## src/rtl/efp_pkg.sv

```systemverilog
/*
  Shared constants for the external fan / PWM controller: load types,
  field widths, duty and temperature limits, and timing figures.
  Assumes a single 200 MHz system clock.
*/
package efp_pkg;

  // ----------------------------------------------------------------
  // Load types
  // ----------------------------------------------------------------
  // Code zero is the three-wire fan so a cleared setting selects it
  typedef enum logic [1:0] {EFP_LOAD_3WIRE, EFP_LOAD_4WIRE, EFP_LOAD_GENERIC} efp_load_e;

  // ----------------------------------------------------------------
  // Widths
  // ----------------------------------------------------------------
  localparam int EFP_DUTY_W = 7;
  localparam int EFP_FREQ_W = 16;
  localparam int EFP_TEMP_W = 8;
  localparam int EFP_THR_W = 7;
  localparam int EFP_HYST_W = 4;
  localparam int EFP_SECS_W = 6;
  localparam int EFP_CNT_W = 16;
  localparam int EFP_ACC_W = 28;
  localparam int EFP_STEP_W = 23;
  localparam int EFP_MS_W = 18;
  localparam int EFP_RAMP_W = 9;
  localparam int EFP_MEAS_W = 10;

  // ----------------------------------------------------------------
  // Limits and values
  // ----------------------------------------------------------------
  localparam logic [EFP_DUTY_W-1:0] EFP_DUTY_ZERO = 7'h00;
  localparam logic [EFP_DUTY_W-1:0] EFP_DUTY_FULL = 7'h64;
  localparam logic [EFP_DUTY_W-1:0] EFP_PHASE_LAST = 7'h63;
  localparam logic [EFP_FREQ_W-1:0] EFP_FREQ_MIN = 16'h0001;
  localparam logic [EFP_FREQ_W-1:0] EFP_FREQ_MAX = 16'hea60;
  localparam logic [EFP_HYST_W-1:0] EFP_HYST_MAX = 4'ha;
  localparam logic [EFP_SECS_W-1:0] EFP_RAMP_MAX_S = 6'h32;

  // ----------------------------------------------------------------
  // Timing
  // ----------------------------------------------------------------
  localparam int EFP_CLK_HZ = 200_000_000;
  localparam int EFP_MS_PER_S = 1000;
  localparam int EFP_CYCLES_PER_MS = EFP_CLK_HZ / EFP_MS_PER_S;
  localparam int EFP_BURST_MS = 100;
  localparam int EFP_MEAS_PERIOD_MS = 1000;
  // A full 0..100 % ramp spans the set seconds, one percent per step
  localparam int EFP_RAMP_MS_PER_S = EFP_MS_PER_S / int'(EFP_DUTY_FULL);

endpackage : efp_pkg

```

## src/rtl/efp_fan_ctrl.sv

```systemverilog
/*
  External fan / PWM controller top: load type selection, thermal
  feedback with hysteresis, manual settings, linear duty ramp, full-duty
  measurement bursts for three-wire fans, and tachometer measurement.
  Assumes all settings come from logic on clk_in; only the tachometer
  pin is asynchronous.
*/
`timescale 1ns/1ps

// Operation
// - Load type is three-wire, four-wire or generic; three-wire after reset.
// - Enhanced measurement on three-wire fan forces 100% for 100 ms, then restores.
// - With enhanced measurement off, no bursts; tach measured continuously.
// - Thermal control only for fan loads; disabled for generic load.
// - Under thermal control, full duty above full-speed threshold (70..100).
// - Under thermal control, zero duty below fan-off threshold (5..100).
// - Hysteresis 0..10 added on rising, subtracted on falling temperature.
// - Between thresholds, thermal control outputs the mid-band duty 0..100.
// - Fan load, manual mode: programmable frequency 1..60000 Hz.
// - Fan load, manual mode: configured default duty 0..100.
// - Generic load: separate frequency setting 1..60000 Hz.
// - Generic load: configured default duty 0..100.
// - Duty ramps linearly to target over 0..50 s; zero applies at once.
module efp_fan_ctrl
  import efp_pkg::*;
#(
  parameter int CYCLES_PER_MS = efp_pkg::EFP_CYCLES_PER_MS // Shorten for simulation
) (
  input wire logic clk_in, // System clock, 200 MHz
  input wire logic reset_in, // Async reset, active high
  input wire logic [1:0] load_type_in, // 0 three-wire, 1 four-wire, 2 generic
  input wire logic enh_meas_en_in, // Enhanced three-wire measurement
  input wire logic auto_ctrl_en_in, // Thermal feedback control enable
  input wire logic [efp_pkg::EFP_TEMP_W-1:0] temp_in, // Temperature, deg C
  input wire logic [efp_pkg::EFP_THR_W-1:0] full_speed_threshold_in, // Deg C
  input wire logic [efp_pkg::EFP_THR_W-1:0] fan_off_threshold_in, // Deg C
  input wire logic [efp_pkg::EFP_HYST_W-1:0] hysteresis_in, // Deg C
  input wire logic [efp_pkg::EFP_DUTY_W-1:0] mid_duty_in, // Mid-band duty, %
  input wire logic [efp_pkg::EFP_FREQ_W-1:0] fan_freq_in, // Fan frequency, Hz
  input wire logic [efp_pkg::EFP_DUTY_W-1:0] fan_duty_in, // Fan manual duty, %
  input wire logic [efp_pkg::EFP_FREQ_W-1:0] gen_freq_in, // Generic frequency, Hz
  input wire logic [efp_pkg::EFP_DUTY_W-1:0] gen_duty_in, // Generic duty, %
  input wire logic [efp_pkg::EFP_SECS_W-1:0] ramp_secs_in, // Ramp duration, s
  input wire logic tachometer_input_in, // Tachometer pin, asynchronous
  output logic pwm_output_pin_out, // PWM output pin
  output logic [efp_pkg::EFP_DUTY_W-1:0] duty_out, // Duty being applied, %
  output logic burst_active_out, // Full-duty burst in progress
  output logic auto_active_out, // Thermal control in effect
  output logic [efp_pkg::EFP_CNT_W-1:0] tach_count_out, // Edges per window
  output logic tach_valid_out // Pulse on new count
);

  // ----------------------------------------------------------------
  // Helpers
  // ----------------------------------------------------------------
  function automatic logic [EFP_DUTY_W-1:0] clamp_duty(input logic [EFP_DUTY_W-1:0] d);
    clamp_duty = (d > EFP_DUTY_FULL) ? EFP_DUTY_FULL : d;
  endfunction : clamp_duty

  function automatic logic [EFP_FREQ_W-1:0] clamp_freq(input logic [EFP_FREQ_W-1:0] f);
    if (f < EFP_FREQ_MIN) clamp_freq = EFP_FREQ_MIN;
    else if (f > EFP_FREQ_MAX) clamp_freq = EFP_FREQ_MAX;
    else clamp_freq = f;
  endfunction : clamp_freq

  // Threshold shifted by hysteresis, saturating at zero on the way down
  function automatic logic [EFP_TEMP_W:0] shift_thr(input logic [EFP_THR_W-1:0] t,
                                                    input logic [EFP_HYST_W-1:0] h,
                                                    input logic up);
    logic [EFP_TEMP_W:0] tw;
    logic [EFP_TEMP_W:0] hw;
    tw = (EFP_TEMP_W+1)'(t);
    hw = (EFP_TEMP_W+1)'((h > EFP_HYST_MAX) ? EFP_HYST_MAX : h);
    if (up) shift_thr = tw + hw;
    else shift_thr = (tw > hw) ? tw - hw : '0;
  endfunction : shift_thr

  // ----------------------------------------------------------------
  // Load type and mode
  // ----------------------------------------------------------------
  typedef enum logic [1:0] {TH_OFF, TH_MID, TH_FULL} efp_therm_e;

  efp_load_e load, next_load;
  logic next_auto;
  logic is_generic;

  always_comb begin
    unique case (load_type_in)
      2'h1: next_load = EFP_LOAD_4WIRE;
      2'h2: next_load = EFP_LOAD_GENERIC;
      default: next_load = EFP_LOAD_3WIRE;
    endcase
    next_auto = auto_ctrl_en_in && (next_load != EFP_LOAD_GENERIC);
  end

  always_ff @(posedge clk_in or posedge reset_in) begin
    if (reset_in) begin
      load <= EFP_LOAD_3WIRE;
      auto_active_out <= 1'b0;
    end else begin
      load <= next_load;
      auto_active_out <= next_auto;
    end
  end

  assign is_generic = (load == EFP_LOAD_GENERIC);

  // ----------------------------------------------------------------
  // Millisecond divider and measurement period
  // ----------------------------------------------------------------
  localparam logic [EFP_MS_W-1:0] MS_LAST = EFP_MS_W'(CYCLES_PER_MS - 1);
  localparam logic [EFP_MEAS_W-1:0] MEAS_LAST = EFP_MEAS_W'(EFP_MEAS_PERIOD_MS - 1);
  localparam logic [EFP_MEAS_W-1:0] BURST_FIRST =
    EFP_MEAS_W'(EFP_MEAS_PERIOD_MS - EFP_BURST_MS);

  logic [EFP_MS_W-1:0] ms_cnt, next_ms_cnt;
  logic [EFP_MEAS_W-1:0] meas_ms, next_meas_ms;
  logic ms_tick, next_ms_tick;
  logic window_end, next_window_end;
  logic burst_mode, next_burst, tach_gate;

  assign burst_mode = enh_meas_en_in && (load == EFP_LOAD_3WIRE);

  always_comb begin
    next_ms_tick = (ms_cnt == MS_LAST);
    next_ms_cnt = next_ms_tick ? '0 : ms_cnt + 18'h00001;
    next_meas_ms = meas_ms;
    next_window_end = 1'b0;
    if (ms_tick) begin
      next_window_end = (meas_ms == MEAS_LAST);
      next_meas_ms = (meas_ms == MEAS_LAST) ? '0 : meas_ms + 10'h001;
    end
    // Burst covers the last 100 ms of each period, ending with the window
    next_burst = burst_mode && (next_meas_ms >= BURST_FIRST) && !next_window_end;
  end

  always_ff @(posedge clk_in or posedge reset_in) begin
    if (reset_in) begin
      ms_cnt <= '0;
      ms_tick <= 1'b0;
      meas_ms <= '0;
      window_end <= 1'b0;
      burst_active_out <= 1'b0;
    end else begin
      ms_cnt <= next_ms_cnt;
      ms_tick <= next_ms_tick;
      meas_ms <= next_meas_ms;
      window_end <= next_window_end;
      burst_active_out <= next_burst;
    end
  end

  // Bursting measures only while the fan is at full speed
  assign tach_gate = burst_mode ? burst_active_out : 1'b1;

  // ----------------------------------------------------------------
  // Thermal feedback
  // ----------------------------------------------------------------
  efp_therm_e therm, next_therm;
  logic [EFP_TEMP_W:0] temp_w, off_up, off_dn, full_up, full_dn;

  assign temp_w = (EFP_TEMP_W+1)'(temp_in);
  assign off_up = shift_thr(fan_off_threshold_in, hysteresis_in, 1'b1);
  assign off_dn = shift_thr(fan_off_threshold_in, hysteresis_in, 1'b0);
  assign full_up = shift_thr(full_speed_threshold_in, hysteresis_in, 1'b1);
  assign full_dn = shift_thr(full_speed_threshold_in, hysteresis_in, 1'b0);

  always_comb begin
    next_therm = therm;
    unique case (therm)
      TH_OFF: begin
        if (temp_w > full_up) next_therm = TH_FULL;
        else if (temp_w > off_up) next_therm = TH_MID;
      end
      TH_MID: begin
        if (temp_w > full_up) next_therm = TH_FULL;
        else if (temp_w < off_dn) next_therm = TH_OFF;
      end
      TH_FULL: begin
        if (temp_w < off_dn) next_therm = TH_OFF;
        else if (temp_w < full_dn) next_therm = TH_MID;
      end
      default: next_therm = TH_OFF;
    endcase
  end

  always_ff @(posedge clk_in or posedge reset_in) begin
    if (reset_in) therm <= TH_OFF;
    else therm <= next_therm;
  end

  // ----------------------------------------------------------------
  // Target duty and frequency
  // ----------------------------------------------------------------
  logic [EFP_DUTY_W-1:0] target;
  logic [EFP_FREQ_W-1:0] freq;

  always_comb begin
    if (is_generic) begin
      target = clamp_duty(gen_duty_in);
      freq = clamp_freq(gen_freq_in);
    end else begin
      freq = clamp_freq(fan_freq_in);
      if (!auto_active_out) target = clamp_duty(fan_duty_in);
      else if (therm == TH_FULL) target = EFP_DUTY_FULL;
      else if (therm == TH_MID) target = clamp_duty(mid_duty_in);
      else target = EFP_DUTY_ZERO;
    end
  end

  // ----------------------------------------------------------------
  // Linear ramp
  // ----------------------------------------------------------------
  localparam logic [EFP_RAMP_W-1:0] RAMP_MUL = EFP_RAMP_W'(EFP_RAMP_MS_PER_S);

  logic [EFP_DUTY_W-1:0] cur_duty, next_cur_duty, next_duty_out;
  logic [EFP_RAMP_W-1:0] ramp_ms, next_ramp_ms, ramp_len;
  logic [EFP_SECS_W-1:0] secs;

  assign secs = (ramp_secs_in > EFP_RAMP_MAX_S) ? EFP_RAMP_MAX_S : ramp_secs_in;
  assign ramp_len = EFP_RAMP_W'(secs * RAMP_MUL);

  always_comb begin
    next_cur_duty = cur_duty;
    next_ramp_ms = ramp_ms;
    if (secs == '0) begin
      next_cur_duty = target;
      next_ramp_ms = '0;
    end else if (cur_duty == target) begin
      next_ramp_ms = '0;
    end else if (ms_tick) begin
      if (ramp_ms + 9'h001 >= ramp_len) begin
        next_ramp_ms = '0;
        // One percent per step gives a straight line over the set seconds
        next_cur_duty = (target > cur_duty) ? cur_duty + 7'h01 : cur_duty - 7'h01;
      end else begin
        next_ramp_ms = ramp_ms + 9'h001;
      end
    end
    // Burst leaves the ramp state alone so the old duty comes back after it
    next_duty_out = next_burst ? EFP_DUTY_FULL : next_cur_duty;
  end

  always_ff @(posedge clk_in or posedge reset_in) begin
    if (reset_in) begin
      cur_duty <= EFP_DUTY_ZERO;
      ramp_ms <= '0;
      duty_out <= EFP_DUTY_ZERO;
    end else begin
      cur_duty <= next_cur_duty;
      ramp_ms <= next_ramp_ms;
      duty_out <= next_duty_out;
    end
  end

  // ----------------------------------------------------------------
  // Output stage and tachometer
  // ----------------------------------------------------------------
  efp_pwm_core u_pwm (
    .clk_in(clk_in),
    .reset_in(reset_in),
    .freq_in(freq),
    .duty_in(duty_out),
    .pwm_out(pwm_output_pin_out)
  );

  efp_tach u_tach (
    .clk_in(clk_in),
    .reset_in(reset_in),
    .tach_pin_in(tachometer_input_in),
    .gate_in(tach_gate),
    .window_end_in(window_end),
    .count_out(tach_count_out),
    .valid_out(tach_valid_out)
  );
endmodule : efp_fan_ctrl

```

## src/rtl/efp_pwm_core.sv

```systemverilog
/*
  PWM waveform generator: 100 phase steps per period, paced by a phase
  accumulator. Assumes frequency and duty are already clamped in range.
*/
`timescale 1ns/1ps
module efp_pwm_core
  import efp_pkg::*;
(
  input wire logic clk_in, // System clock
  input wire logic reset_in, // Async reset, active high
  input wire logic [efp_pkg::EFP_FREQ_W-1:0] freq_in, // Output frequency in Hz
  input wire logic [efp_pkg::EFP_DUTY_W-1:0] duty_in, // Duty in percent
  output logic pwm_out // PWM waveform
);

  localparam logic [EFP_ACC_W-1:0] CLK_HZ_C = EFP_ACC_W'(EFP_CLK_HZ);

  logic [EFP_ACC_W-1:0] acc, next_acc;
  logic [EFP_DUTY_W-1:0] phase, next_phase;
  logic [EFP_DUTY_W-1:0] duty_hold, next_duty_hold;
  logic next_pwm;
  logic [EFP_STEP_W-1:0] step;
  logic [EFP_ACC_W-1:0] sum;

  // Step rate is 100 x frequency, so no divider is needed; widen first, as
  // the product does not fit the frequency width
  assign step = EFP_STEP_W'(freq_in) * EFP_STEP_W'(EFP_DUTY_FULL);
  assign sum = acc + EFP_ACC_W'(step);

  always_comb begin
    next_acc = sum;
    next_phase = phase;
    next_duty_hold = duty_hold;
    if (sum >= CLK_HZ_C) begin
      next_acc = sum - CLK_HZ_C;
      if (phase == EFP_PHASE_LAST) begin
        next_phase = EFP_DUTY_ZERO;
        next_duty_hold = duty_in;
      end else begin
        next_phase = phase + 7'h01;
      end
    end
    // Phase never reaches 100, so 0 % stays low and 100 % stays high
    next_pwm = (next_duty_hold > next_phase);
  end

  always_ff @(posedge clk_in or posedge reset_in) begin
    if (reset_in) begin
      acc <= '0;
      phase <= '0;
      duty_hold <= '0;
      pwm_out <= 1'b0;
    end else begin
      acc <= next_acc;
      phase <= next_phase;
      duty_hold <= next_duty_hold;
      pwm_out <= next_pwm;
    end
  end
endmodule : efp_pwm_core

```

## src/rtl/efp_tach.sv

```systemverilog
/*
  Tachometer edge counter: synchronises the pin, counts rising edges while
  the gate is open and publishes the count at each window end.
  Assumes the tachometer line idles high behind its pull-up.
*/
`timescale 1ns/1ps
module efp_tach
  import efp_pkg::*;
(
  input wire logic clk_in, // System clock
  input wire logic reset_in, // Async reset, active high
  input wire logic tach_pin_in, // Raw tachometer pin
  input wire logic gate_in, // Count edges while high
  input wire logic window_end_in, // One-cycle pulse closing a window
  output logic [efp_pkg::EFP_CNT_W-1:0] count_out, // Edges in last window
  output logic valid_out // Pulse when count_out updates
);

  logic sync1, sync2, prev;
  logic [EFP_CNT_W-1:0] cnt, next_cnt, next_count;
  logic rise;
  logic gate_q;

  assign rise = sync2 && !prev;

  always_comb begin
    // A gate that opens mid-window drops the edges seen before it, so a
    // burst window reports only edges taken at full speed
    next_cnt = (gate_in && !gate_q) ? '0 : cnt;
    next_count = count_out;
    if (rise && gate_in && (next_cnt != '1)) begin
      next_cnt = next_cnt + 16'h0001;
    end
    if (window_end_in) begin
      next_count = next_cnt;
      next_cnt = '0;
    end
  end

  always_ff @(posedge clk_in or posedge reset_in) begin
    if (reset_in) begin
      // Idle level of the pin, so leaving reset gives no false edge
      sync1 <= 1'b1;
      sync2 <= 1'b1;
      prev <= 1'b1;
      gate_q <= 1'b1;
      cnt <= '0;
      count_out <= '0;
      valid_out <= 1'b0;
    end else begin
      sync1 <= tach_pin_in;
      sync2 <= sync1;
      prev <= sync2;
      gate_q <= gate_in;
      cnt <= next_cnt;
      count_out <= next_count;
      valid_out <= window_end_in;
    end
  end

endmodule : efp_tach

```

## config.mk

```make
export PLATFORM = sky130hd
export DESIGN_NAME = efp_fan_ctrl
export DESIGN_NICKNAME = d
export VERILOG_FILES = /design/src/rtl/efp_pkg.sv /design/src/rtl/efp_fan_ctrl.sv /design/src/rtl/efp_pwm_core.sv /design/src/rtl/efp_tach.sv
export SDC_FILE = /design/constraint.sdc
export NUM_CORES = 1
export LEC_CHECK = 0
export CAP_MARGIN = 15
export CORE_UTILIZATION = 60
export DETAILED_ROUTE_END_ITERATION = 16
export DONT_BUFFER_PORTS = 1
export GPL_ROUTABILITY_DRIVEN = 1
export GPL_TIMING_DRIVEN = 0
export MAX_ROUTING_LAYER = met4
export PLACE_DENSITY = 0.86
export SYNTH_ARGS = -nofsm -noshare
export SYNTH_HDL_FRONTEND = slang
export SYNTH_SLANG_ARGS = --single-unit
```

## constraint.sdc

```tcl
create_clock -name clk_in -period 17.9 [get_ports clk_in]
set_input_delay 0.895 -clock clk_in [delete_from_list [all_inputs] [get_ports clk_in]]
set_output_delay 0.895 -clock clk_in [all_outputs]
set_load 0.02 [all_outputs]
```

After elaboration in Yosys (flattened, before gate mapping)
Cells that the tools add are included.
Operators by class
  add/sub/neg operators: 13
  $mul: 2
  order comparisons: 20
  equality and inequality tests: 14
  multiplexer cells: 47
  reductions and logical operators: 16
Operators with widths (count)
  16-bit 2-to-1 mux: 8
  7-bit 2-to-1 mux: 17
  9-bit 2-to-1 mux: 6
  16-bit > comparator (second input constant): 2
  16-bit by 1-bit < comparator with 1-bit output (second input constant): 2
  28-bit by 23-bit adder with 28-bit output: 1
  28-bit greater-or-equal comparator (second input constant): 1
  28-bit 2-to-1 mux: 1
  28-bit subtractor (second input constant): 1
  7-bit > comparator (second input constant): 3
  16-bit by 5-bit multiplier with 21-bit output (second input constant): 1
  10-bit 2-to-1 mux: 2
  18-bit by 1-bit adder with 18-bit output (second input constant): 1
  7-bit by 9-bit adder with 9-bit output: 2
  18-bit == test (second input constant): 1
  8-bit by 9-bit > comparator with 1-bit output: 2
  8-bit by 9-bit < comparator with 1-bit output: 2
  18-bit 2-to-1 mux: 1
  16-bit by 1-bit adder with 16-bit output (second input constant): 1
  16-bit inequality test (second input constant): 1
  7-bit by 1-bit adder with 7-bit output (second input constant): 2
  7-bit > comparator: 2
  2-bit 2-to-1 mux: 6
  10-bit by 1-bit adder with 10-bit output (second input constant): 1
  other kinds (29): 45
Storage, ports and cells
  flip-flop bits (word level): 139
  output and inout bits: 27
  word-level logic and storage cells: 134

Depth between registers and ports, before layout
  word-level depth: 13
  mapped depth: 42

Cells and area by module
From an unflattened synthesis, not the netlist that was laid out.
Second synthesis, totals
  cell total of the unflattened synthesis: 1366
  area, all modules: 12259.3 um^2
By module, submodules not included
  efp_fan_ctrl: instances 1, cells each 685, area each 5925.7 um^2
  efp_pwm_core: instances 1, cells each 516, area each 4639.4 um^2
  efp_tach: instances 1, cells each 165, area each 1694.1 um^2

Worst setup path after synthesis
No wires, ideal clock.
  path type: input to register
  start point: input port fan_freq_in[0] (netlist name)
  end point: register u_pwm.pwm_out
  setup time: 119 ps
  arrival time: 9084 ps
  required time: 17781 ps
  path slack: 8697 ps
  stages on the path: 39
  buffers on the path: 1
  path through: or4_1 nor3_1 a41oi_1 nor2_1 a22o_1 ha_1 ha_1 inv_1 fa_1 inv_1 ha_1 a21oi_1 o21bai_1 a21oi_1 o21bai_1 a41o_1 o41a_1 a21o_1 [... 3 more ...] buf_2 a21o_1 o21bai_1 a21o_1 or3_1 a41o_1 nor4b_2 nor3_1 o41ai_4 nand2_2 mux2_2 ha_1 nor2b_1 o21ai_0 nand2b_1 a21oi_1 o21ai_0 o21a_1
On the way
  word-level cells in the longest chain between the ends: 9
Ends and longest elaborated chain
  start, declared: RTL line efp_fan_ctrl.sv:39  | input wire logic [efp_pkg::EFP_FREQ_W-1:0] fan_freq_in,
  16-bit > comparator: RTL line efp_fan_ctrl.sv:62  | else if (f > EFP_FREQ_MAX) clamp_freq = EFP_FREQ_MAX;
  16-bit 2-to-1 mux: RTL line efp_fan_ctrl.sv:62
  16-bit 2-to-1 mux (*): RTL line efp_fan_ctrl.sv:61  | if (f < EFP_FREQ_MIN) clamp_freq = EFP_FREQ_MIN;
  16-bit 2-to-1 mux (*): RTL line efp_fan_ctrl.sv:199  | if (is_generic) begin
  16-bit by 5-bit multiplier with 21-bit output (*): RTL line efp_pwm_core.sv:27  | assign step = EFP_STEP_W'(freq_in) * EFP_STEP_W'(EFP_DUTY_FULL);
  28-bit by 23-bit adder with 28-bit output (*): RTL line efp_pwm_core.sv:28  | assign sum = acc + EFP_ACC_W'(step);
  28-bit greater-or-equal comparator (*): RTL line efp_pwm_core.sv:34  | if (sum >= CLK_HZ_C) begin
  7-bit 2-to-1 mux (*): RTL line efp_pwm_core.sv:34
  via u_pwm.next_duty_hold[1]: RTL line efp_pwm_core.sv:20  | logic [EFP_DUTY_W-1:0] duty_hold, next_duty_hold;
  7-bit > comparator (*): RTL line efp_pwm_core.sv:44  | next_pwm = (next_duty_hold > next_phase);
  via u_pwm.next_pwm: RTL line efp_pwm_core.sv:21  | logic next_pwm;
  end signal, assigned: RTL line efp_pwm_core.sv:57  | pwm_out <= next_pwm;
  end, declared: RTL line efp_pwm_core.sv:13  | output logic pwm_out
Mark *: on every way through the listed nets, which the timed path passes. The rest lies on a longest branch.
A chain may end at the register's enable or synchronous reset.

Worst setup path after layout
Same ends and word-level chain as after synthesis.

==> results.json <==
{
  "num_vias": 9528,
  "power_mw": 2.20,
  "postCtsSetupRepairBufs": 0,
  "synth.most_common_cell": "ha_1",
  "initial_core_util_pct": 62.2,
  "critPathKind": "primary input to register",
  "synth_top_area_cell": "dfrtp_1",
  "rows": 50,
  "first_pass_iters": 5,
  "area_growth_pct": 8.35,
  "final-max-slew-violation-count": 0,
  "die-width_um": 142,
  "crit_start": "fan_freq_in[0]",
  "core_area_um2": 19000,
  "die_h_um": 142,
  "grt_usage_pct": 26.9,
  "critPathRequiredTime_ns": 18.20,
  "postSynth.asyncResetShare_pct": 100,
  "nNetsFinal": 1579,
  "syn_avg_cell_area_um2": 9.16,
  "setup_viol": 0,
  "gp_congestion": 0.937,
  "drt_iter0_markers": 472,
  "powerDensity_nw_per_um2": 173,
  "synth_adder_area_share_pct": 20.3,
  "maxCapViolations": 0,
  "grt-ovfl-total": 0,
  "antenna_left": 0,
  "clockBufferDepth": 2,
  "clock_latency_ns": 0.42,
  "r2r-start": "load[1]",
  "cp_slowest_cell": "nor3_1",
  "wire_per_inst_um": 16.0,
  "clock-root-buffer": "clkbuf_16",
  "yosysWarnings": 0,
  "drc": 0,
  "synth_mux_area_share_pct": 2.54,
  "critical-path-max-stage-delay_ns": 0.59,
  "totalWireLength_um": 25300,
  "diodes": 0,
  "synth_compound_area_share_pct": 17.5,
  "synth-xor-area-share_pct": 9.43,
  "hold_viol_final": 0,
  "hp-class": "primary input to async pin",
  "drive_gt1_share_pct": 6.67,
  "fin_crit_sh_pct": 56.1,
  "cp_common_cell": "ha_1",
  "fill_cells": 1508,
  "syn_inst": 1286,
  "cp_max_fo": 8,
  "grt_pass1_wl_um": 42800,
  "status": "finished clean",
  "fin_skew_ns": 0.0124,
  "clkSinkCount": 137,
  "fmax_mhz": 99.5,
  "synth_nets": 1558,
  "synthSimpleGateAreaFrac_pct": 17.3,
  "crit_buf_inv": 3,
  "io_buffers": 0,
  "path_clk_slew_ns": 0.07,
  "ys_seq_area_share_pct": 29.1,
  "crit_family": "compound AO/OA/AOI/OAI gates",
  "synth_cell_types": 85,
  "cp-start-kind": "primary input",
  "cts_resized": 0,
  "ys.flop_type": "dfrtp_1",
  "grt_antenna_before_repair": 0,
  "synth_area_um2": 11800,
  "synth_seq_cells": 137,
  "ctsHoldBuffers": 0,
  "cts_buffers": 17,
  "yosys-top-cells-area": "dfrtp_1, ha_1, xnor2_1, xor2_1, nor2_1",
  "irDropWorstVdd_v": 0.000145,
  "arrival_ns": 10.35,
  "die_area_um2": 20200,
  "synth_edf_count": 0,
  "pin_count": 119,
  "rsz0062_at_grt": "no",
  "period_minus_slack_ns": 10.05,
  "p_leak_nw": 6.18,
  "slew_headroom_pct": 42.1,
  "synthDominantCellAreaShare_pct": 28.2,
  "grt_max_degree": 86,
  "vias_per_cell": 6.03,
  "cts_tree": "done",
  "worst_pin_slew_ns": 0.861,
  "grt_pass1_vias": 9371,
  "dp_hpwl_um": 19800,
  "synth_top_family_by_area": "adder cells",
  "ctsHtreeMaxLevel": 4,
  "setup_tns_ns": 0,
  "worstSetupEndpointType": "register",
  "synth_common_cells": "ha_1, dfrtp_1, nor2_1"
}
-- cell usage in the layout (no fill, tap or decap), types with 35 or more instances in the layout --
master   netlist  layout
xor2_1        58      58
inv_1         87      86
nand2_1       92      92
xnor2_1       67      67
nor2_1       102     102
a21o_1        35      35
a21oi_1       71      71
dfrtp_1      133     133
nand3_1       52      52
ha_1         162     162
o21ai_0       36      36
-- flip-flops by register name (all words and copies together), names as in the netlist, 7 cells and up --
signal,flops
cur_duty,7
meas_ms,10
duty_out,7
u_tach.cnt,16
u_pwm.phase,7
u_pwm.acc,26
ms_cnt,18
ramp_ms,9
u_pwm.duty_hold,7
u_tach.count_out,16
-- path summary, 6_finish.rpt --
path	endpoint	slack (ns)	cells past startpoint
hold reg to reg	u_tach.sync2	0.36	0
max in group asynchronous	u_pwm.acc[8]	16.78	2
hold / removal	window_end	0.36	1
setup reg to reg	u_pwm.pwm_out	8.13	38
min in group clk_in	u_tach.sync2	0.36	0
setup / recovery	u_pwm.pwm_out	7.85	39
-- worst register-to-register path, delay by kind of cell (launching register included) --
kind / cells / cell delay, ns
and+or+nand+nor: 8 / 2.53
muxes: 1 / 0.39
DFF: 1 / 0.48
adders and majority gates: 6 / 1.94
AOI/OAI and AO/OA: 19 / 3.91
xor gates and xnor gates: 1 / 0.14
buffers and inverters: 3 / 0.26
-- metal layers --
layer	wire, um	track usage (%)
met2	12500	46.1
met1	11100	33.1
met5	0	-
met4	414	6.17
met3	1210	4.81
-- cell type report --
cell class / instances / area, um^2 / share of cell area [%]
multi-input cells: 1033 / 7900 / 61.9
flip-flops and latches: 137 / 3430 / 26.9
clock buffers: 17 / 425 / 3.33
inverters: 87 / 332 / 2.60
well taps: 260 / 325 / 2.55
clock inverters: 15 / 195 / 1.53
plain buffers: 29 / 126 / 0.990
repair buffers: 2 / 32.5 / 0.255
-- kinds of logic after synthesis --
| logic type | count (synthesis) |
|---|---|
| AO/OA/AOI/OAI | 292 |
| XOR/XNOR | 126 |
| adder cells (fa/ha/maj) | 180 |
| buffers and inverters | 116 |
| flip-flops | 137 |
| multiplexers | 28 |
| other | 1 |
| AND/OR/NAND/NOR | 406 |
-- metrics by stage --
stage                     hold slack, ns  utilization, %  instances  setup WS (ns)  area [um^2]
final                              0.357            67.3       1580           7.85        12800
after global routing               0.358            67.3       1580           7.24        12800
after CTS                          0.357            67.3       1580           7.96        12800
after detailed placement           0.348            64.1       1548           7.64        12100
after global placement             0.349            63.9       1546           7.73        12100
after floorplan                    0.345               -       1286           8.70        11800
-- where the power goes --
group	internal (mW)	switching, mW
logic	0.580	0.857
clock network	0.214	0.153
registers	0.366	0.0336
Power figures use the tool's default switching activity.
